==> config.mk <==
export PLATFORM = sky130hd
export DESIGN_NAME = bdc_command_unit
export DESIGN_NICKNAME = d
export VERILOG_FILES = /design/src/pkg/bdc_pkg.sv /design/src/bdc_reset_pulse.sv /design/src/bdc_command_unit.sv
export SDC_FILE = /design/constraint.sdc
export NUM_CORES = 2
export LEC_CHECK = 0
export ABC_AREA = 1
export BUFFER_PORTS_ARGS = -buffer_cell sky130_fd_sc_hd__buf_2
export CAP_MARGIN = 10
export CORE_ASPECT_RATIO = 1.1
export CORE_MARGIN = 3
export CORE_UTILIZATION = 55
export DETAILED_ROUTE_END_ITERATION = 7
export GPL_TIMING_DRIVEN = 0
export HOLD_SLACK_MARGIN = 0.02
export PLACE_DENSITY = 0.74
export REMOVE_ABC_BUFFERS = 1
export SLEW_MARGIN = 20
export SYNTH_ARGS = -nofsm -noshare
export SYNTH_HDL_FRONTEND = slang
export SYNTH_SLANG_ARGS = --single-unit
export TNS_END_PERCENT = 50
==> constraint.sdc <==
create_clock -name sys_clk -period 25.4 [get_ports sys_clk]
set_clock_uncertainty 0.15 [all_clocks]
set_input_delay 3.81 -clock sys_clk [delete_from_list [all_inputs] [get_ports sys_clk]]
set_output_delay 3.81 -clock sys_clk [all_outputs]
set_load 0.1 [all_outputs]
==> src/pkg/bdc_pkg.sv <==
// constants of the background debug command unit
// assumes one 125 MHz core clock and a parallel command port that holds one whole command from the serial front end
package bdc_pkg;
    localparam int unsigned CLK_PERIOD_NS = 8;
    localparam int unsigned RST_PULSE_CLKS = 512;
    localparam logic [9:0] RST_PULSE_CNT = 10'(RST_PULSE_CLKS);
    localparam logic [9:0] CNT_ZERO = 10'h000;
    localparam logic [9:0] CNT_ONE = 10'h001;

    // command opcodes, one consistent encoding for both ends
    localparam logic [3:0] OP_NOP = 4'h0;
    localparam logic [3:0] OP_READ_DATA_REG = 4'h1;
    localparam logic [3:0] OP_READ_ADDR_REG = 4'h2;
    localparam logic [3:0] OP_WRITE_DATA_REG = 4'h3;
    localparam logic [3:0] OP_WRITE_ADDR_REG = 4'h4;
    localparam logic [3:0] OP_READ_SYS_REG = 4'h5;
    localparam logic [3:0] OP_WRITE_SYS_REG = 4'h6;
    localparam logic [3:0] OP_READ_MEM = 4'h7;
    localparam logic [3:0] OP_WRITE_MEM = 4'h8;
    localparam logic [3:0] OP_DUMP = 4'h9;
    localparam logic [3:0] OP_FILL = 4'ha;
    localparam logic [3:0] OP_GO = 4'hb;
    localparam logic [3:0] OP_CALL = 4'hc;
    localparam logic [3:0] OP_RST = 4'hd;

    // operand size codes
    localparam logic [1:0] SZ_BYTE = 2'h0;
    localparam logic [1:0] SZ_WORD = 2'h1;
    localparam logic [1:0] SZ_LONG = 2'h2;

    // system register index
    localparam logic [3:0] SYS_PC = 4'h0;
    localparam logic [3:0] SYS_SR = 4'h1;
    localparam logic [3:0] SYS_USP = 4'h2;
    localparam logic [3:0] SYS_SSP = 4'h3;
    localparam logic [3:0] SYS_VBR = 4'h4;
    localparam logic [3:0] SYS_SFC = 4'h5;
    localparam logic [3:0] SYS_DFC = 4'h6;

    localparam logic [31:0] PC_RESET = 32'h0000_0000;
    localparam logic [15:0] SR_RESET = 16'h2700;
    // supervisor bit of the status register, and the address register that is the active stack pointer
    localparam int unsigned SR_SUP_BIT = 13;
    localparam int unsigned SP_IDX = 7;
    localparam logic [2:0] SPACE_RESET = 3'h5;
    localparam logic [31:0] STACK_STEP = 32'h0000_0004;
    localparam logic [31:0] STEP_BYTE = 32'h0000_0001;
    localparam logic [31:0] STEP_WORD = 32'h0000_0002;
endpackage

==> src/bdc_reset_pulse.sv <==
// peripheral reset pulse generator
// assumes a one-cycle start pulse from the command unit
`timescale 1ns/1ns
module bdc_reset_pulse
    import bdc_pkg::*;
(
    // clock and reset
    input wire logic sys_clk,
    input wire logic sys_rst,
    // control
    input wire logic start,
    output logic periph_reset,
    output logic busy
);
    logic [9:0] cnt_q;
    logic [9:0] cnt_d;

    // a start while busy restarts the full count
    assign cnt_d = start ? RST_PULSE_CNT : (cnt_q != CNT_ZERO) ? cnt_q - CNT_ONE : CNT_ZERO;

    always_ff @(posedge sys_clk or posedge sys_rst) begin
        if (sys_rst) begin
            cnt_q <= CNT_ZERO;
        end else begin
            cnt_q <= cnt_d;
        end
    end

    assign periph_reset = (cnt_q != CNT_ZERO);
    assign busy = periph_reset;
endmodule

==> src/bdc_command_unit.sv <==
// background debug command unit: executes decoded debug commands on the core state
// assumes a serial front end that delivers one whole command per cmd_valid and takes results on rsp_valid
`timescale 1ns/1ns
module bdc_command_unit
    import bdc_pkg::*;
(
    // clock and reset
    input wire logic sys_clk,
    input wire logic sys_rst,
    // command from the serial front end
    input wire logic cmd_valid,
    output logic cmd_ready,
    input wire logic [3:0] cmd_op,
    input wire logic [1:0] cmd_size,
    input wire logic [3:0] cmd_reg,
    input wire logic [31:0] cmd_addr,
    input wire logic [31:0] cmd_data,
    // result to the serial front end
    output logic rsp_valid,
    output logic [31:0] rsp_data,
    // memory port
    output logic mem_req,
    output logic mem_we,
    output logic [31:0] mem_addr,
    output logic [2:0] mem_space,
    output logic [1:0] mem_size,
    output logic [31:0] mem_wdata,
    input wire logic mem_ack,
    input wire logic [31:0] mem_rdata,
    // core control
    output logic pipe_flush,
    output logic run,
    output logic [31:0] pc_out,
    output logic periph_reset
);
    typedef enum logic [2:0] {BDC_IDLE, BDC_MEM, BDC_PUSH, BDC_FLUSH} bdc_state_t;

    bdc_state_t state_q;
    bdc_state_t state_d;
    logic [31:0] dreg_q [8];
    logic [31:0] areg_q [8];
    logic [31:0] pc_q;
    logic [15:0] sr_q;
    logic [31:0] usp_q;
    logic [31:0] vbr_q;
    logic [2:0] source_space_code_q;
    logic [2:0] destination_space_code_q;
    logic [31:0] blk_addr_q;
    logic [31:0] patch_q;
    logic mem_we_q;
    logic [1:0] mem_size_q;
    logic [31:0] mem_addr_q;
    logic [31:0] mem_wdata_q;
    logic [31:0] rsp_data_q;
    logic rsp_valid_q;
    logic run_q;
    logic flush_q;

    ////////////////////////////////////////////////////////////////////////////
    // decode
    wire take = cmd_valid && cmd_ready;
    wire is_read_data_reg_cmd = take && (cmd_op == OP_READ_DATA_REG);
    wire is_read_addr_reg_cmd = take && (cmd_op == OP_READ_ADDR_REG);
    wire is_write_data_reg_cmd = take && (cmd_op == OP_WRITE_DATA_REG);
    wire is_write_addr_reg_cmd = take && (cmd_op == OP_WRITE_ADDR_REG);
    wire is_read_system_reg_cmd = take && (cmd_op == OP_READ_SYS_REG);
    wire is_write_system_reg_cmd = take && (cmd_op == OP_WRITE_SYS_REG);
    wire is_rd_mem = take && (cmd_op == OP_READ_MEM);
    wire is_wr_mem = take && (cmd_op == OP_WRITE_MEM);
    wire is_dump = take && (cmd_op == OP_DUMP);
    wire is_fill = take && (cmd_op == OP_FILL);
    wire is_go = take && (cmd_op == OP_GO);
    wire is_call = take && (cmd_op == OP_CALL);
    wire is_rst = take && (cmd_op == OP_RST);
    wire [2:0] reg_idx = cmd_reg[2:0];
    wire sup_mode = sr_q[SR_SUP_BIT];
    wire [31:0] stack_ptr = areg_q[SP_IDX];

    // size step, used to advance the block address
    wire [31:0] size_step = (cmd_size == SZ_BYTE) ? STEP_BYTE : (cmd_size == SZ_WORD) ? STEP_WORD : STACK_STEP;
    wire [31:0] next_blk = blk_addr_q + size_step;

    // system register read mux
    logic [31:0] sys_rd;
    always_comb begin
        case (cmd_reg)
            SYS_PC: sys_rd = pc_q;
            SYS_SR: sys_rd = {16'h0000, sr_q};
            SYS_USP: sys_rd = sup_mode ? usp_q : stack_ptr;
            SYS_SSP: sys_rd = sup_mode ? stack_ptr : usp_q;
            SYS_VBR: sys_rd = vbr_q;
            SYS_SFC: sys_rd = {29'h0000_0000, source_space_code_q};
            SYS_DFC: sys_rd = {29'h0000_0000, destination_space_code_q};
            default: sys_rd = 32'h0000_0000;
        endcase
    end

    ////////////////////////////////////////////////////////////////////////////
    // sequencer
    always_comb begin
        state_d = state_q;
        case (state_q)
            BDC_IDLE: begin
                if (is_rd_mem || is_wr_mem || is_dump || is_fill) begin
                    state_d = BDC_MEM;
                end else if (is_call) begin
                    state_d = BDC_PUSH;
                end else if (is_go) begin
                    state_d = BDC_FLUSH;
                end
            end
            BDC_MEM: begin
                if (mem_ack) begin
                    state_d = BDC_IDLE;
                end
            end
            BDC_PUSH: begin
                if (mem_ack) begin
                    state_d = BDC_FLUSH;
                end
            end
            BDC_FLUSH: state_d = BDC_IDLE;
            default: state_d = BDC_IDLE;
        endcase
    end

    // no new command while the core runs, a memory access is open or the reset pulse is out
    wire rst_busy;
    assign cmd_ready = (state_q == BDC_IDLE) && !run_q && !rst_busy;

    always_ff @(posedge sys_clk or posedge sys_rst) begin
        if (sys_rst) begin
            state_q <= BDC_IDLE;
        end else begin
            state_q <= state_d;
        end
    end

    ////////////////////////////////////////////////////////////////////////////
    // general registers, one generate per register index
    for (genvar i = 0; i < 8; i++) begin : g_regs
        wire wr_d = is_write_data_reg_cmd && (reg_idx == 3'(i));
        wire wr_a = is_write_addr_reg_cmd && (reg_idx == 3'(i));
        wire wr_sp = (i == SP_IDX) && is_write_system_reg_cmd && (sup_mode ? (cmd_reg == SYS_SSP) : (cmd_reg == SYS_USP));
        wire push_sp = (i == SP_IDX) && (state_q == BDC_PUSH) && mem_ack;
        always_ff @(posedge sys_clk or posedge sys_rst) begin
            if (sys_rst) begin
                dreg_q[i] <= 32'h0000_0000;
                areg_q[i] <= 32'h0000_0000;
            end else begin
                if (wr_d) begin
                    dreg_q[i] <= cmd_data;
                end
                if (wr_a || wr_sp) begin
                    areg_q[i] <= cmd_data;
                end else if (push_sp) begin
                    areg_q[i] <= areg_q[i] - STACK_STEP;
                end
            end
        end
    end

    ////////////////////////////////////////////////////////////////////////////
    // system registers
    wire wr_sys = is_write_system_reg_cmd;
    always_ff @(posedge sys_clk or posedge sys_rst) begin
        if (sys_rst) begin
            pc_q <= PC_RESET;
            sr_q <= SR_RESET;
            usp_q <= 32'h0000_0000;
            vbr_q <= 32'h0000_0000;
            source_space_code_q <= SPACE_RESET;
            destination_space_code_q <= SPACE_RESET;
        end else begin
            if (wr_sys && (cmd_reg == SYS_PC)) begin
                pc_q <= cmd_data;
            end else if ((state_q == BDC_PUSH) && mem_ack) begin
                pc_q <= patch_q;
            end
            if (wr_sys && (cmd_reg == SYS_SR)) begin
                sr_q <= cmd_data[15:0];
            end
            if (wr_sys && (sup_mode ? (cmd_reg == SYS_USP) : (cmd_reg == SYS_SSP))) begin
                usp_q <= cmd_data;
            end
            if (wr_sys && (cmd_reg == SYS_VBR)) begin
                vbr_q <= cmd_data;
            end
            if (wr_sys && (cmd_reg == SYS_SFC)) begin
                source_space_code_q <= cmd_data[2:0];
            end
            if (wr_sys && (cmd_reg == SYS_DFC)) begin
                destination_space_code_q <= cmd_data[2:0];
            end
        end
    end

    ////////////////////////////////////////////////////////////////////////////
    // memory access set-up
    wire mem_start = is_rd_mem || is_wr_mem || is_dump || is_fill;
    wire [31:0] acc_addr = (is_dump || is_fill) ? next_blk : cmd_addr;
    always_ff @(posedge sys_clk or posedge sys_rst) begin
        if (sys_rst) begin
            blk_addr_q <= 32'h0000_0000;
            mem_we_q <= 1'b0;
            mem_size_q <= SZ_LONG;
            mem_addr_q <= 32'h0000_0000;
            mem_wdata_q <= 32'h0000_0000;
            patch_q <= 32'h0000_0000;
        end else if (mem_start) begin
            blk_addr_q <= acc_addr;
            mem_we_q <= is_wr_mem || is_fill;
            mem_size_q <= cmd_size;
            mem_addr_q <= acc_addr;
            mem_wdata_q <= cmd_data;
        end else if (is_call) begin
            patch_q <= cmd_addr;
            mem_we_q <= 1'b1;
            mem_size_q <= SZ_LONG;
            mem_addr_q <= stack_ptr - STACK_STEP;
            mem_wdata_q <= pc_q;
        end
    end

    assign mem_req = (state_q == BDC_MEM) || (state_q == BDC_PUSH);
    assign mem_we = mem_we_q;
    assign mem_addr = mem_addr_q;
    assign mem_size = mem_size_q;
    assign mem_wdata = mem_wdata_q;
    assign mem_space = mem_we_q ? destination_space_code_q : source_space_code_q;

    ////////////////////////////////////////////////////////////////////////////
    // results; a null command falls through every branch and touches nothing
    wire rd_mem_done = (state_q == BDC_MEM) && mem_ack && !mem_we_q;
    always_ff @(posedge sys_clk or posedge sys_rst) begin
        if (sys_rst) begin
            rsp_valid_q <= 1'b0;
            rsp_data_q <= 32'h0000_0000;
        end else begin
            rsp_valid_q <= is_read_data_reg_cmd || is_read_addr_reg_cmd || is_read_system_reg_cmd || rd_mem_done;
            if (is_read_data_reg_cmd) begin
                rsp_data_q <= dreg_q[reg_idx];
            end else if (is_read_addr_reg_cmd) begin
                rsp_data_q <= areg_q[reg_idx];
            end else if (is_read_system_reg_cmd) begin
                rsp_data_q <= sys_rd;
            end else if (rd_mem_done) begin
                rsp_data_q <= mem_rdata;
            end
        end
    end
    assign rsp_valid = rsp_valid_q;
    assign rsp_data = rsp_data_q;

    ////////////////////////////////////////////////////////////////////////////
    // execution control: flush one cycle, then leave background mode
    always_ff @(posedge sys_clk or posedge sys_rst) begin
        if (sys_rst) begin
            flush_q <= 1'b0;
            run_q <= 1'b0;
        end else begin
            flush_q <= (state_d == BDC_FLUSH);
            run_q <= run_q || (state_q == BDC_FLUSH);
        end
    end
    assign pipe_flush = flush_q;
    assign run = run_q;
    assign pc_out = pc_q;

    bdc_reset_pulse u_reset_pulse (
        .sys_clk(sys_clk),
        .sys_rst(sys_rst),
        .start(is_rst),
        .periph_reset(periph_reset),
        .busy(rst_busy)
    );
endmodule

=== Yosys cells after proc, flatten, opt, wreduce, memory -nomap -nowiden ===
Index checks and enable logic that the tools add are counted.

* Output and inout port bits: 140
* Input bits: 110
* Register bits: 809

* $add $sub $neg: 3
* Order comparisons: 1
* Multiplexer cells: 39
* Reduce and logical (&&, ||, !) cells: 66
* Bitwise operators: 2
* Eq/ne operators: 31

{| class="wikitable"
|+ Operators with widths
! operator !! count
|-
| $mux 32 || 19
|-
| $pmux 32 s7 || 1
|-
| $bmux 32 s3 || 2
|-
| $logic_and 1x1->1 || 42
|-
| $add 32x3->32 || 1
|-
| $sub 32x3->32 const B || 1
|-
| $eq 4x3->1 const B || 7
|-
| $eq 4x4->1 const B || 6
|-
| $mux 3 || 8
|-
| $mux 10 || 2
|-
| $eq 4x2->1 const B || 4
|-
| $eq 3x2->1 const B || 5
|-
| $eq 3x3->1 const B || 4
|-
| $logic_or 1x1->1 || 11
|-
| $reduce_bool 10->1 || 1
|-
| $sub 10x1->10 const B || 1
|-
| $pmux 3 s3 || 1
|-
| $eq 4x1->1 const B || 2
|-
| $eq 3x1->1 const B || 2
|-
| $logic_not 3->1 || 2
|-
| $reduce_bool 2->1 || 3
|-
| $ge 4x4->1 const B || 1
|-
| $logic_not 4->1 || 1
|-
| $mux 1 || 4
|-
| 8 further kinds || 11
|}

=== Depth between registers and ports, before layout ===
* Word-level depth: 11
* Depth in mapped cells: 18
* Mapped depth without buffers: 18

=== Hierarchy ===
From an unflattened synthesis, not the netlist that was laid out.

* Cell total of the unflattened synthesis: 5206
* Area total of the unflattened synthesis: 39171.3 µm²

{| class="wikitable"
|+ By module, submodules not included
! module !! cells an instance !! instances !! area each (µm²)
|-
| bdc_command_unit || 5136 || 1 || 38542.0
|-
| bdc_reset_pulse || 70 || 1 || 629.4
|}

=== Worst setup path before layout ===
No wires, ideal clock.

* Path kind: reg2out
* Start point: register run_q, in the netlist run
* End point: output port cmd_ready
* Arrival time: 1.846 ns
* Data required time: 21.440 ns
* Path slack: 19.594 ns
* Stages on the path, launching flop included: 4
* Path buffers: 0
* Path through: dfrtp_1 > nor2_2 > nand3_2 > inv_1

* Longest elaborated chain between the ends: 3

{| class="wikitable"
|+ RTL lines
! what !! line !! RTL
|-
| start: declaration || bdc_command_unit.sv:56 || <nowiki>logic run_q;</nowiki>
|-
| start signal: assignment || bdc_command_unit.sv:263 || <nowiki>run_q <= run_q || (state_q == BDC_FLUSH);</nowiki>
|-
| $logic_not 1->1 || bdc_command_unit.sv:129 || <nowiki>assign cmd_ready = (state_q == BDC_IDLE) && !run_q && !rst_busy;</nowiki>
|-
| $logic_and 1x1->1 (2 in series) || bdc_command_unit.sv:129 ||
|-
| end: declaration || bdc_command_unit.sv:12 || <nowiki>output logic cmd_ready,</nowiki>
|}

Every way passes these cells.

=== Final worst setup path ===
* Start point: input port cmd_reg[2]
* End point: register rsp_data_q[17], in the netlist rsp_data[17]

* Longest elaborated chain between the ends: 6
* Elaborated cells between the ends (all ways): 18
* Those cells by class: eq/ne: 6; mux: 10; bitwise: 1; reduce/logical: 1

{| class="wikitable"
|+ RTL lines
! what !! line !! RTL
|-
| start: declaration || bdc_command_unit.sv:15 || <nowiki>input wire logic [3:0] cmd_reg,</nowiki>
|-
| $not 3->4 (not written as such) || bdc_command_unit.sv:242, bdc_command_unit.sv:244 ||
|-
| $bmux 32 s3 || bdc_command_unit.sv:244 || <nowiki>rsp_data_q <= areg_q[reg_idx];</nowiki>
|-
| $mux 32 (not written as such) (2 in series) || bdc_command_unit.sv:244 ||
|-
| $mux 32 || bdc_command_unit.sv:243 || <nowiki>end else if (is_read_addr_reg_cmd) begin</nowiki>
|-
| $mux 32 (*) || bdc_command_unit.sv:241 || <nowiki>if (is_read_data_reg_cmd) begin</nowiki>
|-
| end signal: assignment || bdc_command_unit.sv:242 || <nowiki>rsp_data_q <= dreg_q[reg_idx];</nowiki>
|-
| end signal: assignment || bdc_command_unit.sv:244 ||
|-
| end signal: assignment || bdc_command_unit.sv:246 || <nowiki>rsp_data_q <= sys_rd;</nowiki>
|-
| end: declaration || bdc_command_unit.sv:54 || <nowiki>logic [31:0] rsp_data_q;</nowiki>
|}

Mark *: on every way between the ends. The rest lies on a longest branch, timed or not. The select of a mux whose other input is x is not followed.
A chain may end at the register's enable or synchronous reset.

==> reports/qor_table.md <==
| Step | Result | Reported |
| --- | --- | --- |
| floorplanning | Die Y | 284.4 um |
| placed design | Setup WS pre-CTS | 17760 ps |
| worst setup path | Cell-by-cell listing of the critical path | buf_6 > buf_16 > inv_4 > buf_12 > nor2_1 > or2_2 > clkinv_1 > nand3_1 > nand3_1 > nand2_1 > nand2_1 |
| global routing | Via count of the first global-routing pass | 34286 |
| layout | Synthesis-to-layout area growth | 13.36% |
| worst setup path | Maximum fanout along the worst path | 49 |
| layout | Largest regs | dreg_q x256, areg_q x224 |
| synth | Top cell type's share of synthesized area | 51.65% |
| sta | Worst rel slew slack | 24.73% |
| clock tree | CTS tree | built |
| clock tree | Largest buffer count on any clock path | 3 |
| worst setup path | Setup slack of the worst register-to-register path | 21350 ps |
| flow run | Max Cap Viol | 0 |
| detailed routing | Via count | 35582 |
| outcome | Status | finished, final reports clean |
| synth | Post-synthesis instance total | 4903 |
| sta | Final critical-path required period | 6817 ps |
| global routing | Maximum number of pins on one net before global-route repair | 107 |
| detailed routing | Number of detailed-route iterations in the first pass | 6 |
| synth | Post-synthesis cell area | 0.03876 mm2 |
| sta | Final setup slack of the worst path | 18580 ps |
| worst setup path | Highest-delay cell along the critical path | sky130_fd_sc_hd__clkinv_1 |
| worst setup path | Arrival @ worst endpoint | 7190 ps |
| layout | Layout cells sized above 1 | 10.57% |
| sta | Least-Margin Pin Slew | 1125 ps |
| layout | Most common library cell in the layout ignoring fill and taps | sky130_fd_sc_hd__nand2_1 |
| clock tree | Clock slew at reported path FFs | 60 ps |
| synth | Proportion of synthesized chip area in sequential cells | 52.26% |
| power and ir drop | Total Power | 2.797 mW |
| worst setup path | Largest stage delay on the critical path | 800 ps |
| layout | Non-filler instance count after layout | 5962 |
| worst setup path | Required @ worst endpoint | 25770 ps |
| worst setup path | Top cell family by delay on the critical path | buffers and inverters |
| sta | Final number of setup-violating endpoints | 0 |
| synth | Mean Syn Cell Area | 7.905 um2 |
| placed design | Number of port buffers | 249 |
| synth | Post-synth cell types | 53 |
| detailed routing | DRC | 0 |
| floorplanning | DIE WIDTH | 259.1 um |
| floorplanning | Die Area | 0.07369 mm2 |
| worst setup path | Launching element type of the critical path | input pin |
| clock tree | Post-CTS setup buffer count | 0 |
| clock tree | Clock latency at the later pin of the worst-skew pair | 640 ps |
| detailed routing | Violation count after the first detailed-route iteration | 4363 |
| global routing | Global-route total usage across every layer | 35.14% |
| clock tree | Cell at the root of the clock tree | sky130_fd_sc_hd__clkbuf_16 |
| placed design | Post-DP HPWL | 85320 um |
| sta | Final period utilization | 26.84% |
| sta | Maximum achievable frequency | 146.7 MHz |
| synth | Most area-consuming cells after synthesis | sky130_fd_sc_hd__dfrtp_1, sky130_fd_sc_hd__nand2_1, sky130_fd_sc_hd__o21ai_0 |
| power and ir drop | Max IR drop VDD | 0.04537 mV |
| global routing | Antenna violations before repair | 4 |
| detailed routing | Post-DRT Antenna Nets | 0 |
| synth | Synthesized flop and latch total | 809 |
| layout | Number of flip-flops in the largest register | 256 |
| sta | Minimum hold slack | 271.2 ps |
| sta | Total count of max-transition violations in the final report | 0 |
| clock tree | CTS Hold Bufs | 0 |
| clock tree | Clk sink count | 809 |
| layout | Net count, final | 5083 |
| clock tree | Resize count post-CTS | 0 |
| floorplanning | Effective utilization at floorplan | 55.86% |
| power and ir drop | Power per unit of standard cell area | 63.66 mW/mm2 |
| detailed routing | WL final | 129300 um |
| clock tree | Number of buffers created by CTS | 84 |
| detailed routing | Average wire length per cell after detail routing | 21.69 um |
| layout | Largest register by flop count | dreg_q |
| sta | Setup TNS | 0 ps |
| global routing | First-pass GRT wire length | 200300 um |
| floorplanning | Core region area | 0.06938 mm2 |
| detailed routing | Via/cell ratio | 5.968 |
| clock tree | H-tree levels | 3 |
| placed design | Last weighted congestion value of the routability-driven placer | 0.9707 |
| worst setup path | Total buffers and inverters traversed by the critical path | 5 |
| global routing | Gr ovfl total | 0 |
| sta | Final Hold Fails | 0 |
| worst setup path | Worst setup path category | in -> reg |
| synth | Leading area contributor after synthesis | sky130_fd_sc_hd__dfrtp_1 |
| floorplanning | Number of placement rows | 101 |
| layout | Most frequent cells in the layout | sky130_fd_sc_hd__nand2_1, sky130_fd_sc_hd__dfrtp_1, sky130_fd_sc_hd__o21ai_0 |
| synth | Number of synthesis warnings | 0 |
| worst hold path | Min-Delay Path Class | reg -> reg |
| placed design | Total instance count after detailed placement | 5808 |
| worst setup path | Type of element capturing the critical path | register |
| floorplanning | Count of pins on the block boundary | 250 |
| sta | Setup repair after global routing missed its margin | no |
| power and ir drop | Leak pwr | 21.65 nW |
power by group:
part           internal, mW  leakage [nW]  total (mW)  switching (mW)
clock                 0.724          1.38        1.25           0.530
combinational        0.0443          9.26       0.232           0.188
sequential             1.30          11.0        1.31         0.00892
total                  2.07          21.6        2.80           0.727
per-stage QoR:
| step | cell area, um2 | util [%] |
|---|---|---|
| 2_1_floorplan | 37450 | - |
| 3_3_place_gp | 39860 | 57.45 |
| 3_5_place_dp | 41140 | 59.30 |
| 4_1_cts | 43910 | 63.29 |
| 5_1_grt | 43930 | 63.32 |
| 6_report | 43930 | 63.32 |
cell families (layout without fill, tap and decap cells):
kind of cell             count (synthesis)  count (layout)  share of synthesized area (%)
AND/OR/NAND/NOR                       2470            2470                          26.07
AO/OA/AOI/OAI                         1045            1045                          15.21
flip-flops                             809             809                          52.26
buffers and inverters                  539             668                          5.488
XOR/XNOR                                33              33                         0.7458
adder cells (fa/ha/maj)                  6               6                         0.2131
other                                    1               4                       0.009676
Yosys cell counts, drive strengths merged:
library cell and count:
a21o 2, a21oi 80, a22o 17, a22oi 119, a31o 3, a31oi 12, a41oi 2, and2 2
and3 2, buf 70, clkbuf 250, clkinv 2, conb 1, dfrtp 800, dfstp 9, fa 1
ha 5, inv 217, nand2 1879, nand3 259, nand3b 2, nand4 78, nor2 213, nor3 16
nor3b 1, o2111ai 16, o211a 2, o211ai 64, o21a 1, o21ai 722, o21bai 2, o31ai 2
o32ai 1, or2 18, xnor2 2, xor2 31
metal layers:
metal | track usage, % | wire length (um) | vias to the layer above
met5 | 0 | 20 | -
met4 | 17.44 | 6582 | 2
met3 | 6.398 | 12220 | 395
met2 | 55.15 | 59280 | 1787
met1 | 47.12 | 51190 | 17122
li1 | - | - | 16276
final timing paths:
kind	startpoint	end	depth (start not counted)
max in group asynchronous	sys_rst	mem_wdata[18]	6
worst max-delay path	cmd_reg[2]	rsp_data[17]	11
worst min-delay path	u_reset_pulse.cnt_q[0]	u_reset_pulse.cnt_q[0]	1
min in group asynchronous	sys_rst	dreg_q[47]	2
worst min register to register	u_reset_pulse.cnt_q[0]	u_reset_pulse.cnt_q[0]	1
worst max register to register	u_reset_pulse.cnt_q[0]	mem_wdata[9]	12
layout make-up:
type | instances | area [um2]
clock buffer | 124 | 2505
sequential | 809 | 20260
clock inverter | 27 | 267.8
tap | 927 | 1160
antenna | 3 | 7.507
multi-input combinational | 3555 | 16520
timing repair buffer | 298 | 2359
fill | 5988 | 25440
inverter | 219 | 853.3
Power figures use the tool's default switching activity.
